[src/verilog/orp_defines.svh]
`ifndef ORP_DEFINES_SVH
`define ORP_DEFINES_SVH

// Pin and state encoding widths
`define ORP_ADDR_W      18
`define ORP_DATA_W      8
`define ORP_ST_W        11

// Clock and documented times in ns
`define ORP_CLK_NS      4
`define ORP_PW_NOM_NS   100000
`define ORP_PW_MIN_NS   95000
`define ORP_PW_MAX_NS   105000
`define ORP_SETUP_NS    2000
`define ORP_OE_DATA_NS  150
`define ORP_FLOAT_NS    130

// Pulse budget per byte in the verify pass
`define ORP_MAX_PULSES  10
`define ORP_RETRY_W     4

`endif

[src/verilog/orp_pkg.sv]
`include "orp_defines.svh"

package orp_pkg;

  typedef enum logic [`ORP_ST_W-1:0] {
    ORP_IDLE     = 11'h001,
    ORP_SUP_UP   = 11'h002,
    ORP_PG_SET   = 11'h004,
    ORP_PG_PULSE = 11'h008,
    ORP_PG_HOLD  = 11'h010,
    ORP_V_READ   = 11'h020,
    ORP_V_FLOAT  = 11'h040,
    ORP_SUP_DN   = 11'h080,
    ORP_F_READ   = 11'h100,
    ORP_ID_SET   = 11'h200,
    ORP_ID_READ  = 11'h400
  } orp_state_t;

  typedef struct packed {
    logic ce_n;
    logic oe_n;
    logic program_strobe_n;
    logic data_oe;
    logic vcc_prog_en;
    logic vpp_prog_en;
    logic id_hv_en;
  } orp_ctrl_t;

  typedef struct packed {
    logic [`ORP_ADDR_W-1:0] addr;
    logic [`ORP_DATA_W-1:0] data_out;
    orp_ctrl_t              ctrl;
  } orp_pins_t;

  typedef struct packed {
    logic busy;
    logic done;
    logic pass;
    logic fail;
    logic id_valid;
  } orp_status_t;

endpackage : orp_pkg

[src/verilog/orp_programmer.sv]
`include "orp_defines.svh"

module orp_programmer
  import orp_pkg::*;
#(
  parameter int                     PW_CYC    = `ORP_PW_NOM_NS / `ORP_CLK_NS,
  parameter logic [`ORP_ADDR_W-1:0] LAST_ADDR = {`ORP_ADDR_W{1'b1}}
) (
  // Clock and reset
  input  wire logic                   sys_clk,
  input  wire logic                   rst,
  // Commands
  input  wire logic                   start_prog,
  input  wire logic                   start_id,
  input  wire logic                   id_byte_select,
  // Source image
  output logic [`ORP_ADDR_W-1:0]      src_addr,
  input  wire logic [`ORP_DATA_W-1:0] src_data,
  // Device pins
  output orp_pins_t                   pins,
  input  wire logic [`ORP_DATA_W-1:0] data_in,
  // Status
  output orp_status_t                 status,
  output logic [`ORP_DATA_W-1:0]      id_code
);

  // Least times round up; one extra cycle covers the source data register lag
  localparam int SETUP_CYC = (`ORP_SETUP_NS + `ORP_CLK_NS - 1) / `ORP_CLK_NS + 1;
  localparam int OE_CYC    = (`ORP_OE_DATA_NS + `ORP_CLK_NS - 1) / `ORP_CLK_NS;
  localparam int FLOAT_CYC = (`ORP_FLOAT_NS + `ORP_CLK_NS - 1) / `ORP_CLK_NS;
  localparam int PW_TOL    = PW_CYC * (`ORP_PW_MAX_NS - `ORP_PW_NOM_NS) / `ORP_PW_NOM_NS;
  localparam int PW_LO     = PW_CYC - PW_TOL;
  localparam int PW_HI     = PW_CYC + PW_TOL;
  localparam int CNT_W     = $clog2(PW_CYC + SETUP_CYC + 1);

  orp_state_t                 state_reg;
  orp_state_t                 state_next;
  orp_ctrl_t                  ctrl_reg;
  logic [`ORP_ADDR_W-1:0]     addr_reg;
  logic [`ORP_DATA_W-1:0]     data_reg;
  logic [`ORP_RETRY_W-1:0]    retry_reg;
  logic                       phase_reg;
  orp_status_t                status_reg;
  logic [`ORP_DATA_W-1:0]     id_code_reg;
  logic                       tmr_exp;
  logic                       tmr_start;
  logic                       last;
  logic                       match;
  logic                       idle_go;
  logic [31:0]                pw_cnt;

  function automatic orp_ctrl_t ctrl_of(orp_state_t s);
    orp_ctrl_t c;
    c = '{ce_n: 1'b1, oe_n: 1'b1, program_strobe_n: 1'b1, data_oe: 1'b0,
          vcc_prog_en: 1'b0, vpp_prog_en: 1'b0, id_hv_en: 1'b0};
    unique case (s)
      ORP_IDLE, ORP_SUP_DN: begin
      end
      ORP_SUP_UP: begin
        c.vcc_prog_en = 1'b1;
        c.vpp_prog_en = 1'b1;
      end
      ORP_PG_SET, ORP_PG_HOLD, ORP_PG_PULSE: begin
        c.vcc_prog_en      = 1'b1;
        c.vpp_prog_en      = 1'b1;
        c.ce_n             = 1'b0;
        c.data_oe          = 1'b1;
        c.program_strobe_n = (s != ORP_PG_PULSE);
      end
      // output enable falls while chip enable is already low from the hold state
      ORP_V_READ: begin
        c.vcc_prog_en = 1'b1;
        c.vpp_prog_en = 1'b1;
        c.ce_n        = 1'b0;
        c.oe_n        = 1'b0;
      end
      // Bus left floating before the host drives data again
      ORP_V_FLOAT: begin
        c.vcc_prog_en = 1'b1;
        c.vpp_prog_en = 1'b1;
        c.ce_n        = 1'b0;
      end
      ORP_F_READ: begin
        c.ce_n = 1'b0;
        c.oe_n = 1'b0;
      end
      // high voltage on the identification line
      ORP_ID_SET, ORP_ID_READ: begin
        c.id_hv_en = 1'b1;
        c.ce_n     = (s == ORP_ID_SET);
        c.oe_n     = (s == ORP_ID_SET);
      end
    endcase
    return c;
  endfunction : ctrl_of

  function automatic logic [CNT_W-1:0] wait_of(orp_state_t s);
    unique case (s)
      ORP_PG_PULSE:                         return CNT_W'(PW_CYC);
      ORP_V_READ, ORP_F_READ, ORP_ID_READ:  return CNT_W'(OE_CYC);
      ORP_V_FLOAT:                          return CNT_W'(FLOAT_CYC);
      ORP_IDLE:                             return CNT_W'(1);
      default:                              return CNT_W'(SETUP_CYC);
    endcase
  endfunction : wait_of

  assign last      = (addr_reg == LAST_ADDR);
  assign match     = (data_in == src_data);
  assign idle_go   = (state_reg == ORP_IDLE) && (start_prog || start_id);
  assign tmr_start = (state_next != state_reg) || tmr_exp;

  orp_timer #(
    .CNT_W (CNT_W)
  ) u_timer (
    .sys_clk (sys_clk),
    .rst     (rst),
    .start   (tmr_start),
    .load    (wait_of(state_next)),
    .expired (tmr_exp)
  );

  always_comb begin
    state_next = state_reg;
    unique case (state_reg)
      ORP_IDLE: begin
        if (start_prog) begin
          state_next = ORP_SUP_UP;
        end else if (start_id) begin
          state_next = ORP_ID_SET;
        end
      end
      ORP_SUP_UP:   if (tmr_exp) state_next = ORP_PG_SET;
      ORP_PG_SET:   if (tmr_exp) state_next = ORP_PG_PULSE;
      ORP_PG_PULSE: if (tmr_exp) state_next = ORP_PG_HOLD;
      // next address without verify in the first pass
      ORP_PG_HOLD: begin
        if (tmr_exp) begin
          state_next = (phase_reg || last) ? ORP_V_READ : ORP_PG_SET;
        end
      end
      // out of pulses stops the run
      ORP_V_READ: begin
        if (tmr_exp) begin
          if (match) begin
            state_next = last ? ORP_SUP_DN : ORP_V_READ;
          end else begin
            state_next = (retry_reg == `ORP_RETRY_W'(`ORP_MAX_PULSES)) ? ORP_IDLE : ORP_V_FLOAT;
          end
        end
      end
      ORP_V_FLOAT:  if (tmr_exp) state_next = ORP_PG_SET;
      ORP_SUP_DN:   if (tmr_exp) state_next = ORP_F_READ;
      ORP_F_READ: begin
        if (tmr_exp && (!match || last)) begin
          state_next = ORP_IDLE;
        end
      end
      ORP_ID_SET:   if (tmr_exp) state_next = ORP_ID_READ;
      ORP_ID_READ:  if (tmr_exp) state_next = ORP_IDLE;
    endcase
  end

  always_ff @(posedge sys_clk or posedge rst) begin
    if (rst) begin
      state_reg <= ORP_IDLE;
      ctrl_reg  <= '{ce_n: 1'b1, oe_n: 1'b1, program_strobe_n: 1'b1, default: 1'b0};
    end else begin
      state_reg <= state_next;
      ctrl_reg  <= ctrl_of(state_next);
    end
  end

  always_ff @(posedge sys_clk or posedge rst) begin
    if (rst) begin
      addr_reg <= '0;
    end else if (idle_go) begin
      addr_reg <= start_prog ? '0 : {{(`ORP_ADDR_W-1){1'b0}}, id_byte_select};
    end else if (tmr_exp) begin
      if ((state_reg == ORP_PG_HOLD) && !phase_reg) begin
        addr_reg <= last ? '0 : addr_reg + 1'b1;
      end else if ((state_reg == ORP_V_READ) && match) begin
        addr_reg <= last ? '0 : addr_reg + 1'b1;
      end else if ((state_reg == ORP_F_READ) && match && !last) begin
        addr_reg <= addr_reg + 1'b1;
      end
    end
  end

  always_ff @(posedge sys_clk or posedge rst) begin
    if (rst) begin
      data_reg <= '0;
    end else begin
      data_reg <= src_data;
    end
  end

  always_ff @(posedge sys_clk or posedge rst) begin
    if (rst) begin
      retry_reg <= '0;
      phase_reg <= 1'b0;
    end else if (idle_go) begin
      retry_reg <= '0;
      phase_reg <= 1'b0;
    end else if (tmr_exp && (state_reg == ORP_PG_HOLD)) begin
      if (phase_reg) begin
        retry_reg <= retry_reg + 1'b1;
      end else if (last) begin
        phase_reg <= 1'b1;
      end
    end else if (tmr_exp && (state_reg == ORP_V_READ) && match) begin
      retry_reg <= '0;
    end
  end

  always_ff @(posedge sys_clk or posedge rst) begin
    if (rst) begin
      status_reg <= '0;
    end else begin
      status_reg.busy <= (state_next != ORP_IDLE);
      status_reg.done <= (state_reg != ORP_IDLE) && (state_next == ORP_IDLE);
      if (idle_go) begin
        status_reg.pass     <= 1'b0;
        status_reg.fail     <= 1'b0;
        status_reg.id_valid <= 1'b0;
      end else if (tmr_exp && !match && (state_reg == ORP_V_READ) && (state_next == ORP_IDLE)) begin
        status_reg.fail <= 1'b1;
      end else if (tmr_exp && (state_reg == ORP_F_READ)) begin
        status_reg.fail <= !match;
        status_reg.pass <= match && last;
      end else if (tmr_exp && (state_reg == ORP_ID_READ)) begin
        status_reg.id_valid <= 1'b1;
      end
    end
  end

  always_ff @(posedge sys_clk or posedge rst) begin
    if (rst) begin
      id_code_reg <= '0;
    end else if (tmr_exp && (state_reg == ORP_ID_READ)) begin
      id_code_reg <= data_in;
    end
  end

  always_ff @(posedge sys_clk or posedge rst) begin
    if (rst) begin
      pw_cnt <= '0;
    end else if (!ctrl_reg.program_strobe_n) begin
      pw_cnt <= pw_cnt + 32'h1;
    end else begin
      pw_cnt <= '0;
    end
  end

  assign src_addr = addr_reg;
  assign pins     = '{addr: addr_reg, data_out: data_reg, ctrl: ctrl_reg};
  assign status   = status_reg;
  assign id_code  = id_code_reg;

  a_pulse_width: assert property (@(posedge sys_clk) disable iff (rst)
    $rose(ctrl_reg.program_strobe_n) |-> (pw_cnt >= PW_LO) && (pw_cnt <= PW_HI))
    else $error("program pulse width out of window");

  a_supply_first: assert property (@(posedge sys_clk) disable iff (rst)
    $rose(ctrl_reg.vpp_prog_en) |-> (addr_reg == '0) && ctrl_reg.vcc_prog_en && ctrl_reg.ce_n)
    else $error("supplies raised away from first address");

  a_first_pass: assert property (@(posedge sys_clk) disable iff (rst)
    !phase_reg && !ctrl_reg.program_strobe_n |=> ctrl_reg.oe_n [*8])
    else $error("verify read inside first pass");

  a_retry_bound: assert property (@(posedge sys_clk) disable iff (rst)
    (state_reg == ORP_PG_HOLD) && phase_reg && tmr_exp |=> (state_reg == ORP_V_READ) && !ctrl_reg.oe_n
      && (retry_reg <= `ORP_RETRY_W'(`ORP_MAX_PULSES)))
    else $error("retry pulse not followed by verify");

  a_fail_stop: assert property (@(posedge sys_clk) disable iff (rst)
    $rose(status_reg.fail) && (retry_reg == `ORP_RETRY_W'(`ORP_MAX_PULSES)) |->
      (state_reg == ORP_IDLE) && !ctrl_reg.vpp_prog_en && status_reg.done)
    else $error("failed byte did not stop the run");

  a_next_addr: assert property (@(posedge sys_clk) disable iff (rst)
    (state_reg == ORP_V_READ) && tmr_exp && match && !last |=> addr_reg == $past(addr_reg) + 1'b1)
    else $error("verified byte did not advance address");

  a_final_read: assert property (@(posedge sys_clk) disable iff (rst)
    (state_reg == ORP_F_READ) |-> !ctrl_reg.vcc_prog_en && !ctrl_reg.vpp_prog_en && phase_reg)
    else $error("final read at programming supplies");

  a_id_lines: assert property (@(posedge sys_clk) disable iff (rst)
    ctrl_reg.id_hv_en |-> (addr_reg[`ORP_ADDR_W-1:1] == '0) && !ctrl_reg.vpp_prog_en)
    else $error("identification address lines not low");

  a_pin_modes: assert property (@(posedge sys_clk) disable iff (rst)
    !ctrl_reg.program_strobe_n |-> !ctrl_reg.ce_n && ctrl_reg.oe_n && ctrl_reg.data_oe)
    else $error("program strobe outside program cycle");

  a_read_mode: assert property (@(posedge sys_clk) disable iff (rst)
    !ctrl_reg.oe_n |-> !ctrl_reg.ce_n && ctrl_reg.program_strobe_n && !ctrl_reg.data_oe)
    else $error("read with host driving data");

endmodule : orp_programmer

[src/verilog/orp_timer.sv]
module orp_timer #(
  parameter int CNT_W = 16
) (
  // Clock and reset
  input  wire logic             sys_clk,
  input  wire logic             rst,
  // Load
  input  wire logic             start,
  input  wire logic [CNT_W-1:0] load,
  // Expiry
  output logic                  expired
);

  logic [CNT_W-1:0] count_reg;

  always_ff @(posedge sys_clk or posedge rst) begin
    if (rst) begin
      count_reg <= '0;
    end else if (start) begin
      count_reg <= load;
    end else if (count_reg != '0) begin
      count_reg <= count_reg - 1'b1;
    end
  end

  // A load of N keeps the caller in its state for exactly N cycles
  // Pure function of the count: gating with start would close a loop through the caller
  assign expired = (count_reg == CNT_W'(1));

endmodule : orp_timer
[config.mk]
export PLATFORM = sky130hd
export DESIGN_NAME = orp_programmer
export DESIGN_NICKNAME = d
export VERILOG_FILES = /design/src/verilog/orp_pkg.sv /design/src/verilog/orp_programmer.sv /design/src/verilog/orp_timer.sv
export VERILOG_INCLUDE_DIRS = /design/src /design/src/verilog
export SDC_FILE = /design/constraint.sdc
export NUM_CORES = 1
export LEC_CHECK = 0
export ABC_CLOCK_PERIOD_IN_PS = 4000
export BUFFER_PORTS_ARGS = -buffer_cell sky130_fd_sc_hd__buf_2
export CAP_MARGIN = 0
export CORE_MARGIN = 2
export CORE_UTILIZATION = 56
export DETAILED_ROUTE_END_ITERATION = 7
export PLACE_DENSITY = 0.8
export SYNTH_ARGS = -nofsm -noshare
export SYNTH_HDL_FRONTEND = slang
export SYNTH_SLANG_ARGS = --single-unit
[constraint.sdc]
create_clock -name sys_clk -period 4 [get_ports sys_clk]
set_input_delay 1 -clock sys_clk [delete_from_list [all_inputs] [get_ports sys_clk]]
set_output_delay 1 -clock sys_clk [all_outputs]
set_load 0.03 [all_outputs]
==> flow_metrics.tcl, run 1 <==
set metrics [dict create \
    fillers 682 \
    final_layout_size_suffix_gt1_share_pct 27.5 \
    worstPathRequired_ns 4.26 \
    root_buffer "clkbuf_8" \
    yosys_register_bits 76 \
    grt_max_degree 51 \
    start_util_pct 57.6 \
    synth-simple-area-share_pct 25.8 \
    slowest_delay_ns 0.58 \
    start_kind "flip-flop" \
    slew_headroom_pct 30.6 \
    gp_congestion 0.969 \
    r2r_start "u_timer.count_reg[5]$_DFFE_PP0P_" \
    r2r_cells 10 \
    die_y_um 95.7 \
    timing.fmax_mhz 267 \
    min_from "id_code[3]$_DFFE_PP0P_" \
    synth_top_family_by_area "simple AND/OR/NAND/NOR gates" \
    power_density_nw_per_um2 443 \
    leakage_nw 2.45 \
    clock_skew_ns 0.0177 \
    min_to "id_code[3]$_DFFE_PP0P_" \
    post_synth.cell_area_avg_um2 9.21 \
    dp_hpwl_mm 9.15 \
    dieArea_um2 9160 \
    hold_viol 0 \
    synth_nets 538 \
    clkSlewWorstSetupHoldPaths_ns 0.08 \
    initialDrtViolationCount 469 \
    drc 0 \
    synthAdderAreaFrac_pct 1.59 \
    layout_common_cells "buf_2 (84), dfrtp_1 (72), nor2_1 (50), o21ai_0 (40), nand2_1 (35)" \
    synth_top_area_share_pct 38.3 \
    synthesis.area_um2 4710 \
    floorplan.rows 33 \
    vias 4350 \
    synthDistinctLibCells 81 \
    status "complete, no violations" \
    max_cap_viol_count 0 \
    gr-usage-all-layers_pct 28.5 \
    hold_depth 1 \
    fin_area_um2 5360 \
    die_w_um 95.7 \
    worstSkewPairLatency_ns 0.37 \
    synthArstFlopShare_pct 100 \
    synth_cells 511 \
    end_kind "flip-flop" \
    post_cts.repair.setup_buffers 0 \
    num_antenna_cells 0 \
    synth-edff-count 0 \
    setup_viol 0 \
    nets 614 \
    period_minus_slack_ns 3.75 \
    synth_compound_gate_area_share_pct 18.7 \
    grt.overflow.total 0 \
    finalWirelength_mm 12.3 \
    holdWs_ns 0.508 \
    ant_nets 0 \
    ctsResizeCount 0 \
    synth_xor_xnor_area_share_pct 5.02 \
    antenna_found_initial 0 \
    rrSetupSlack_ns 0.25 \
    crit_buf_inv 0 \
    cts_hold_buffers 0 \
    grt_pass1_vias 4123 \
    cts_tree "done" \
    wire_per_inst_um 17.6 \
    synth-seq-area-share_pct 40.5 \
    area_growth_pct 13.8 \
    synth_area_leaders "dfrtp_1 (38%), o21ai_0 (4.3%), nor2_1 (4.0%), xnor2_1 (3.2%), buf_4 (3.0%)" \
    largest_reg_flops 18 \
    r2r-end "u_timer.count_reg[5]$_DFFE_PP0P_" \
    cts_sinks 76 \
    crit_arrival_ns 4.00 \
    numCtsBuffers 9 \
    crit_slowest_cell "or4b_4" \
    drtPass1Iterations 5 \
    ios 85 \
    path_cells "nor4_1 > and3_1 > and4b_1 > o31a_1 > mux2i_1 > o2bb2ai_1 > nor4_4 > nand2_1 > or4b_4 > a22o_1" \
    crit_type "reg -> reg" \
    grt_pass1_wl_mm 20.1 \
    crit_family "simple AND/OR/NAND/NOR gates" \
    synth_ff_type "dfrtp_1" \
    portBuffers 84 \
    rsz0062_at_grt "false" \
    post_dp_cell_area_um2 5170 \
    ys_warn_count 0 \
    synthMuxAreaShare_pct 2.34 \
    period_share_pct 93.7 \
    crit_fanout 5 \
    hp-class "reg -> reg" \
    h-tree-depth 3 \
    viasPerCell 6.24 \
    vdd_ir_drop_max_mv 0.241 \
    core_area_um2 8180 \
    clockBufferDepth 2 \
    tightest_slew_ns 1.04 \
    yosys.area.top_type "dfrtp_1" \
    setup_tns_ns 0 \
    finalMaxSlewViolations 0 \
    final_common_cell "buf_2" \
]
==> logic make-up after synthesis <==
logic type	Yosys count
flip-flops	76
multiplexers	10
buffers and inverters	50
AND/OR/NAND/NOR	211
adder cells (fa/ha/maj)	6
AO/OA/AOI/OAI	131
XOR/XNOR	27
==> how the worst max path moves through the flow <==
stage	from	endpoint	slack, ns	cells past startpoint
floorplan	src_addr[3]$_DFFE_PP0P_	u_timer.count_reg[5]$_DFFE_PP0P_	0.62	10
global placement	src_data[6]	u_timer.count_reg[5]$_DFFE_PP0P_	0.36	9
detailed placement	src_data[6]	u_timer.count_reg[5]$_DFFE_PP0P_	0.31	9
CTS	u_timer.count_reg[5]$_DFFE_PP0P_	u_timer.count_reg[5]$_DFFE_PP0P_	0.34	10
global route	u_timer.count_reg[5]$_DFFE_PP0P_	u_timer.count_reg[5]$_DFFE_PP0P_	0.10	10
finish	u_timer.count_reg[5]$_DFFE_PP0P_	u_timer.count_reg[5]$_DFFE_PP0P_	0.25	10
==> power by group <==
part           leakage [nW]  switching (mW)  internal, mW  total (mW)
Sequential            0.949          0.0837         0.842       0.925
Combinational          1.41           0.510         0.342       0.851
Clock                0.0927           0.307         0.289       0.595
==> layout make-up <==
type | count | area, um^2 | share of cell area (%)
multi-input combinational | 385 | 2520 | 47.0
sequential | 76 | 1910 | 35.6
timing repair buffer | 104 | 571 | 10.6
tap | 105 | 131 | 2.45
clock buffer | 10 | 128 | 2.38
clock inverter | 6 | 63.8 | 1.19
inverter | 11 | 41.3 | 0.770
==> stage by stage <==
stage | util [%] | setup WS (ns) | total power [mW] | cells
final | 65.5 | 0.252 | 2.37 | 697
after global routing | 65.5 | 0.102 | 2.51 | 697
after CTS | 65.5 | 0.337 | 2.37 | 697
after detailed placement | 63.2 | 0.309 | 1.77 | 681
after global placement | 63.2 | 0.359 | 1.75 | 681
after floorplan | - | 0.625 | 1.57 | 511
==> layer usage <==
layer  GRT usage [%]  share of wire [%]  up-vias
met1            36.2                 42     2070
met4            13.1                3.6        0
li1                -                  -     2015
met2            47.9                 48      214
met3            4.31                6.9       51
met5               0                  0        -
==> cell usage after synthesis (9+ instances only) <==
cell type  count
nand4_1       11
a21oi_1       25
and3_1        12
xnor2_1       17
inv_1         11
nand2_1       35
nor3_1        11
a21o_1        10
xor2_1        10
nand3_1       19
nor4_1         9
buf_4         19
o31ai_1        9
nor2_1        50
dfrtp_1       72
clkbuf_1      14
o21ai_0       40
Power figures use the tool's default switching activity.
==> run 2, diff against run 1 <==
--- a/config.mk
+++ b/config.mk
@@ -6,13 +6,13 @@
 export SDC_FILE = /design/constraint.sdc
 export NUM_CORES = 1
 export LEC_CHECK = 0
-export ABC_CLOCK_PERIOD_IN_PS = 4000
+export ABC_CLOCK_PERIOD_IN_PS = 4400
 export BUFFER_PORTS_ARGS = -buffer_cell sky130_fd_sc_hd__buf_2
 export CAP_MARGIN = 0
 export CORE_MARGIN = 2
-export CORE_UTILIZATION = 56
+export CORE_UTILIZATION = 60
 export DETAILED_ROUTE_END_ITERATION = 7
-export PLACE_DENSITY = 0.8
+export PLACE_DENSITY = 0.86
 export SYNTH_ARGS = -nofsm -noshare
 export SYNTH_HDL_FRONTEND = slang
 export SYNTH_SLANG_ARGS = --single-unit
==> constraint.sdc (replaced) <==
create_clock -name sys_clk -period 4.4 [get_ports sys_clk]
set_input_delay 1.1 -clock sys_clk [delete_from_list [all_inputs] [get_ports sys_clk]]
set_output_delay 1.1 -clock sys_clk [all_outputs]
set_load 0.03 [all_outputs]
==> flow_metrics.tcl, run 2 (same netlist as run 1, synthesis figures left out) <==
set metrics [dict create \
    dieArea_um2 8570 \
    setup_viol 0 \
    grt.overflow.total 0 \
    largest_reg_flops 18 \
    root_buffer "clkbuf_8" \
    worstPathRequired_ns 4.65 \
    clockBufferDepth 2 \
    grt_util_met1_pct 37.2 \
    leakage_nw 2.39 \
    end_kind "flip-flop" \
    cp.depth 10 \
    viasPerCell 6.40 \
    finalWirelength_mm 12.2 \
    die_y_um 92.6 \
    utilization_pct 68.8 \
    r2r_start "u_timer.count_reg[5]$_DFFE_PP0P_" \
    clock_skew_ns 0.00994 \
    timing.fmax_mhz 272 \
    slew_headroom_pct 41.4 \
    start_util_pct 61.6 \
    path_cells "nor4_1 > and3_1 > and4b_1 > o31a_1 > mux2i_1 > o2bb2ai_1 > nor4_4 > nand2_1 > or4b_4 > a22o_1" \
    vias 4376 \
    setup_tns_ns 0 \
    cts_sinks 76 \
    core_area_um2 7650 \
    drc 0 \
    busiest_layer "met2" \
    placed_cells_incl_taps 668 \
    wire_per_inst_um 17.9 \
    tightest_slew_ns 0.878 \
    final_layout_size_suffix_gt1_share_pct 26.5 \
    grt_pass1_vias 4283 \
    start_kind "flip-flop" \
    layout_common_cells "buf_2 (84), dfrtp_1 (72), nor2_1 (50), o21ai_0 (40), nand2_1 (35)" \
    crit_family "simple AND/OR/NAND/NOR gates" \
    vdd_ir_drop_max_mv 0.191 \
    hold_viol 0 \
    gp_congestion 1.06 \
    dp_hpwl_mm 9.12 \
    initialDrtViolationCount 402 \
    period_share_pct 83.5 \
    die_w_um 92.6 \
    clkSlewWorstSetupHoldPaths_ns 0.08 \
    numCtsBuffers 9 \
    rsz0062_at_grt "false" \
    max_cap_viol_count 0 \
    finalMaxSlewViolations 0 \
    portBuffers 84 \
    crit_slowest_cell "nor4_1" \
    cts_tree "done" \
    ctsResizeCount 0 \
    hp-class "reg -> reg" \
    gr-usage-all-layers_pct 30.1 \
    post_cts.repair.setup_buffers 0 \
    crit_type "reg -> reg" \
    grt_pass1_wl_mm 20.5 \
    holdWs_ns 0.507 \
    grt_max_degree 44 \
    period_minus_slack_ns 3.67 \
    cp-startpoint "u_timer.count_reg[5]$_DFFE_PP0P_" \
    antenna_found_initial 0 \
    cts_hold_buffers 0 \
    rrSetupSlack_ns 0.73 \
    final_common_cell "buf_2" \
    drtPass1Iterations 5 \
    crit_buf_inv 0 \
    crit_fanout 5 \
    status "complete, no violations" \
    num_antenna_cells 0 \
    r2r_cells 10 \
    h-tree-depth 3 \
    r2r-end "u_timer.count_reg[5]$_DFFE_PP0P_" \
    floorplan.rows 32 \
    met3_usage_pct 4.48 \
    ios 85 \
    power_density_nw_per_um2 393 \
    use_met2_pct 50.9 \
    nets 604 \
    slowest_delay_ns 0.58 \
    crit_arrival_ns 3.92 \
    worstSkewPairLatency_ns 0.36 \
    total_power_mw 2.07 \
    final-instance-count-excl-fill 684 \
    area_growth_pct 11.8 \
    crit_end "u_timer.count_reg[5]$_DFFE_PP0P_" \
    ant_nets 0 \
]
==> run 2: cell count changes in the layout (fill, tap and decap cells not counted) <==
cell	change
buf_4	-10
clkinv_4	+2
clkbuf_1	-1
bufinv_16	-1
==> run 2: worst min-delay path by stage <==
stage / end / depth (start not counted) / slack (ns) / start
2_1_floorplan: retry_reg[3]$_DFFE_PP0P_ / 2 / 0.49 / retry_reg[3]$_DFFE_PP0P_
4_1_cts: status[0]$_DFFE_PP0P_ / 2 / 0.51 / status[0]$_DFFE_PP0P_
6_report: status[0]$_DFFE_PP0P_ / 2 / 0.51 / status[0]$_DFFE_PP0P_
3_3_place_gp: id_code[6]$_DFFE_PP0P_ / 1 / 0.48 / id_code[6]$_DFFE_PP0P_
3_5_place_dp: id_code[4]$_DFFE_PP0P_ / 1 / 0.49 / id_code[4]$_DFFE_PP0P_
5_1_grt: id_code[7]$_DFFE_PP0P_ / 1 / 0.52 / id_code[7]$_DFFE_PP0P_
==> run 2: power by group <==
group / internal, mW / switching (mW) / leakage [nW]
combinational: 0.294 / 0.449 / 1.36
sequential: 0.765 / 0.0754 / 0.949
clock: 0.206 / 0.277 / 0.0856
total: 1.26 / 0.801 / 2.39
==> run 2: tightest hold or removal path: stages, from the launching register on <==
cell     delay (ns)
dfrtp_1        0.35
nor2_1         0.05
nor2_1         0.07
==> run 2: final cells by class <==
cell class	count	area [um^2]
multi-input cells	385	2520
flip-flops and latches	76	1910
repair buffers	94	495
clock inverters	7	51.3
fillers	595	2380
inverters	11	41.3
well taps	102	128
clock buffers	9	124
==> run 2: through the flow <==
stage	cell area (um^2)	setup slack, ns
finish	5260	0.726
global route	5260	0.565
CTS	5260	0.775
detailed placement	5090	0.535
global placement	5090	0.624
floorplan	4710	0.978
==> run 2: layer usage <==
metal / wire (um) / up-vias
li1: - / 1995
met1: 4960 / 2135
met2: 6040 / 198
met3: 739 / 48
met4: 510 / 0
met5: 0 / -
==> run 3, diff against run 2 <==
--- a/config.mk
+++ b/config.mk
@@ -6,13 +6,14 @@
 export SDC_FILE = /design/constraint.sdc
 export NUM_CORES = 1
 export LEC_CHECK = 0
-export ABC_CLOCK_PERIOD_IN_PS = 4400
+export ABC_AREA = 1
+export ABC_CLOCK_PERIOD_IN_PS = 3100
 export BUFFER_PORTS_ARGS = -buffer_cell sky130_fd_sc_hd__buf_2
 export CAP_MARGIN = 0
 export CORE_MARGIN = 2
-export CORE_UTILIZATION = 60
+export CORE_UTILIZATION = 52
 export DETAILED_ROUTE_END_ITERATION = 7
-export PLACE_DENSITY = 0.86
+export PLACE_DENSITY = 0.78
 export SYNTH_ARGS = -nofsm -noshare
 export SYNTH_HDL_FRONTEND = slang
 export SYNTH_SLANG_ARGS = --single-unit
==> constraint.sdc (replaced) <==
create_clock -name sys_clk -period 3.1 [get_ports sys_clk]
set_input_delay 0.775 -clock sys_clk [delete_from_list [all_inputs] [get_ports sys_clk]]
set_output_delay 0.775 -clock sys_clk [all_outputs]
set_load 0.03 [all_outputs]
==> flow_metrics.tcl, run 3 <==
set metrics [dict create \
    drtPass1Iterations 5 \
    drc 0 \
    die_w_um 106 \
    period_minus_slack_ns 2.83 \
    synth_ff_type "dfrtp_1" \
    vias 5403 \
    synthAdderAreaFrac_pct 1.40 \
    num_antenna_cells 0 \
    r2r_cells 19 \
    period_share_pct 91.4 \
    crit_slowest_cell "dfrtp_1" \
    synthMuxAreaShare_pct 0.209 \
    synth-seq-area-share_pct 35.5 \
    final_layout_size_suffix_gt1_share_pct 20.7 \
    cts_sinks 76 \
    gp_congestion 0.978 \
    cts_tree "done" \
    power_density_nw_per_um2 517 \
    ant_nets 0 \
    grt_max_degree 50 \
    final_common_cell "nand2_1" \
    worstPathRequired_ns 3.36 \
    synth_top_family_by_area "simple AND/OR/NAND/NOR gates" \
    setup_tns_ns 0 \
    leakage_nw 3.48 \
    area_growth_pct 13.9 \
    post_cts.repair.setup_buffers 0 \
    fillers 986 \
    synthesis.area_um2 5380 \
    grt_pass1_vias 4844 \
    crit_arrival_ns 3.09 \
    synth-edff-count 0 \
    tightest_slew_ns 0.885 \
    synth-simple-area-share_pct 38.4 \
    status "complete, no violations" \
    layout_common_cells "nand2_1 (197), inv_1 (109), nor2_1 (88), buf_2 (84), dfrtp_1 (72)" \
    floorplan.rows 37 \
    clockBufferDepth 2 \
    yosys.area.top_type "dfrtp_1" \
    viasPerCell 5.37 \
    gr-usage-all-layers_pct 26.0 \
    synth_most_common_cell "nand2_1" \
    finalWirelength_mm 14.1 \
    synthDistinctLibCells 49 \
    fin_area_um2 6120 \
    yosys_register_bits 76 \
    rsz0062_at_grt "false" \
    start_util_pct 52.8 \
    crit_top_cell "nand2_1" \
    initialDrtViolationCount 514 \
    slowest_delay_ns 0.42 \
    largest_reg_flops 18 \
    multi_input_area_um2 2810 \
    core_area_um2 10200 \
    crit_type "reg -> reg" \
    start_kind "flip-flop" \
    dp_hpwl_mm 10.8 \
    nets 893 \
    hp-class "reg -> reg" \
    setup_viol 0 \
    die_y_um 106 \
    synth_area_leaders "dfrtp_1 (34%), nand2_1 (14%), inv_1 (7.7%), nor2_1 (6.2%), nand3_1 (5.9%)" \
    synth_cells 782 \
    post_dp_cell_area_um2 5900 \
    max_cap_viol_count 0 \
    vdd_ir_drop_max_mv 0.255 \
    ios 85 \
    h-tree-depth 3 \
    antenna_found_initial 0 \
    portBuffers 84 \
    slew_headroom_pct 41.0 \
    synth_compound_gate_area_share_pct 9.40 \
    synth_nets 809 \
    yosys-top-cells-count "nand2_1 (198), inv_1 (110), nor2_1 (89)" \
    clock_skew_ns 0.00893 \
    synth_xor_xnor_area_share_pct 2.77 \
    root_buffer "clkbuf_8" \
    end_kind "flip-flop" \
    grt_pass1_wl_mm 22.9 \
    timing.fmax_mhz 353 \
    hold_viol 0 \
    hold_depth 2 \
    finalMaxSlewViolations 0 \
    synth_top_area_share_pct 33.5 \
    synthArstFlopShare_pct 100 \
    post_synth.cell_area_avg_um2 6.87 \
    numCtsBuffers 9 \
    worstSkewPairLatency_ns 0.36 \
    final-seq-area_um2 1910 \
    clkSlewWorstSetupHoldPaths_ns 0.08 \
    ys_warn_count 0 \
    crit_fanout 17 \
    grt.overflow.total 0 \
    wire_per_inst_um 14.1 \
    path_cells "ha_1 > nand3_1 > nor2_1 > nand3_1 > nand3_1 > nand2_2 > nand2_1 > nand2_1 > nand2_1 > nand2_1 > nand2_1 > nor2_1 > nand2_1 > nor2_4 > nand2_4 > nor2_4 > inv_1 > nand2_1 > inv_1" \
    dieArea_um2 11200 \
]
-- run 3: cell count changes after synthesis, moves of 9 or more --
| cell | change |
|---|---|
| nor3_1 | +17 |
| a21o_1 | -10 |
| o21ai_0 | -9 |
| nand3_1 | +44 |
| nand4_1 | +10 |
| nor2_1 | +39 |
| nand2_1 | +163 |
| and3_1 | -11 |
| inv_2 | +15 |
| inv_1 | +99 |
| xnor2_1 | -10 |
| nor2_4 | +9 |
| clkbuf_1 | -11 |
-- run 3: path summary, 6_finish.rpt --
path                                         start                           endpoint  slack, ns
setup / recovery           src_addr[1]$_DFFE_PP0P_  u_timer.count_reg[14]$_DFFE_PP0P_       0.27
hold / removal               status[2]$_DFFE_PP0P_              status[2]$_DFFE_PP0P_       0.48
setup reg to reg           src_addr[1]$_DFFE_PP0P_  u_timer.count_reg[14]$_DFFE_PP0P_       0.27
hold reg to reg              status[2]$_DFFE_PP0P_              status[2]$_DFFE_PP0P_       0.48
max in group asynchronous                      rst             id_code[2]$_DFFE_PP0P_       1.81
min in group asynchronous                      rst  u_timer.count_reg[10]$_DFFE_PP0P_       0.58
-- run 3: critical path, delay by kind of cell, from the launching register on --
kind / cells / cell delay (ns)
and+or+nand+nor: 16 / 1.99
adders and majority gates: 1 / 0.23
buffers and inverters: 2 / 0.09
DFF: 1 / 0.42
-- run 3: final cells by class --
cell class | instances | share of cell area (%)
multi-input cells | 553 | 45.9
flip-flops and latches | 76 | 31.1
repair buffers | 101 | 8.95
inverters | 125 | 7.68
well taps | 136 | 2.78
clock buffers | 11 | 2.31
clock inverters | 4 | 1.21
-- run 3: what timing repair did --
action,CTS,global route
resized for setup,0,2
hold buffers,0,0
endpoints found under the setup margin,0,8
endpoints found under the hold margin,0,0
-- run 3: per-stage QoR --
stage / std cells / power, mW / setup WS, ns / utilization, % / hold slack (ns)
5_1_grt: 1006 / 3.38 / 0.0482 / 60.1 / 0.522
3_3_place_gp: 991 / 2.31 / 0.122 / 57.9 / 0.465
2_1_floorplan: 782 / 2.08 / 0.393 / - / 0.452
3_5_place_dp: 991 / 2.32 / 0.0902 / 57.9 / 0.471
6_report: 1006 / 3.17 / 0.266 / 60.1 / 0.485
4_1_cts: 1006 / 3.17 / 0.289 / 60.1 / 0.488
-- run 3: cell families after synthesis --
group / after synthesis
AND/OR/NAND/NOR: 445
adder cells (fa/ha/maj): 6
AO/OA/AOI/OAI: 84
XOR/XNOR: 17
flip-flops: 76
multiplexers: 1
buffers and inverters: 153
-- run 3: per-layer routing --
layer	global-route usage, %	vias up	part of all wire, %	wire, um
li1	-	2666	-	-
met1	36.6	2485	46	6480
met2	40.2	223	45	6370
met3	4.14	29	6.9	980
met4	9.96	0	2.2	314
met5	0	-	0	0
-- run 3: where the power goes --
group	leakage (nW)	switching (mW)	internal (mW)	total, mW
Sequential	0.935	0.0855	1.08	1.16
Combinational	2.43	0.780	0.380	1.16
Clock	0.109	0.370	0.471	0.842
Total	3.48	1.24	1.93	3.17
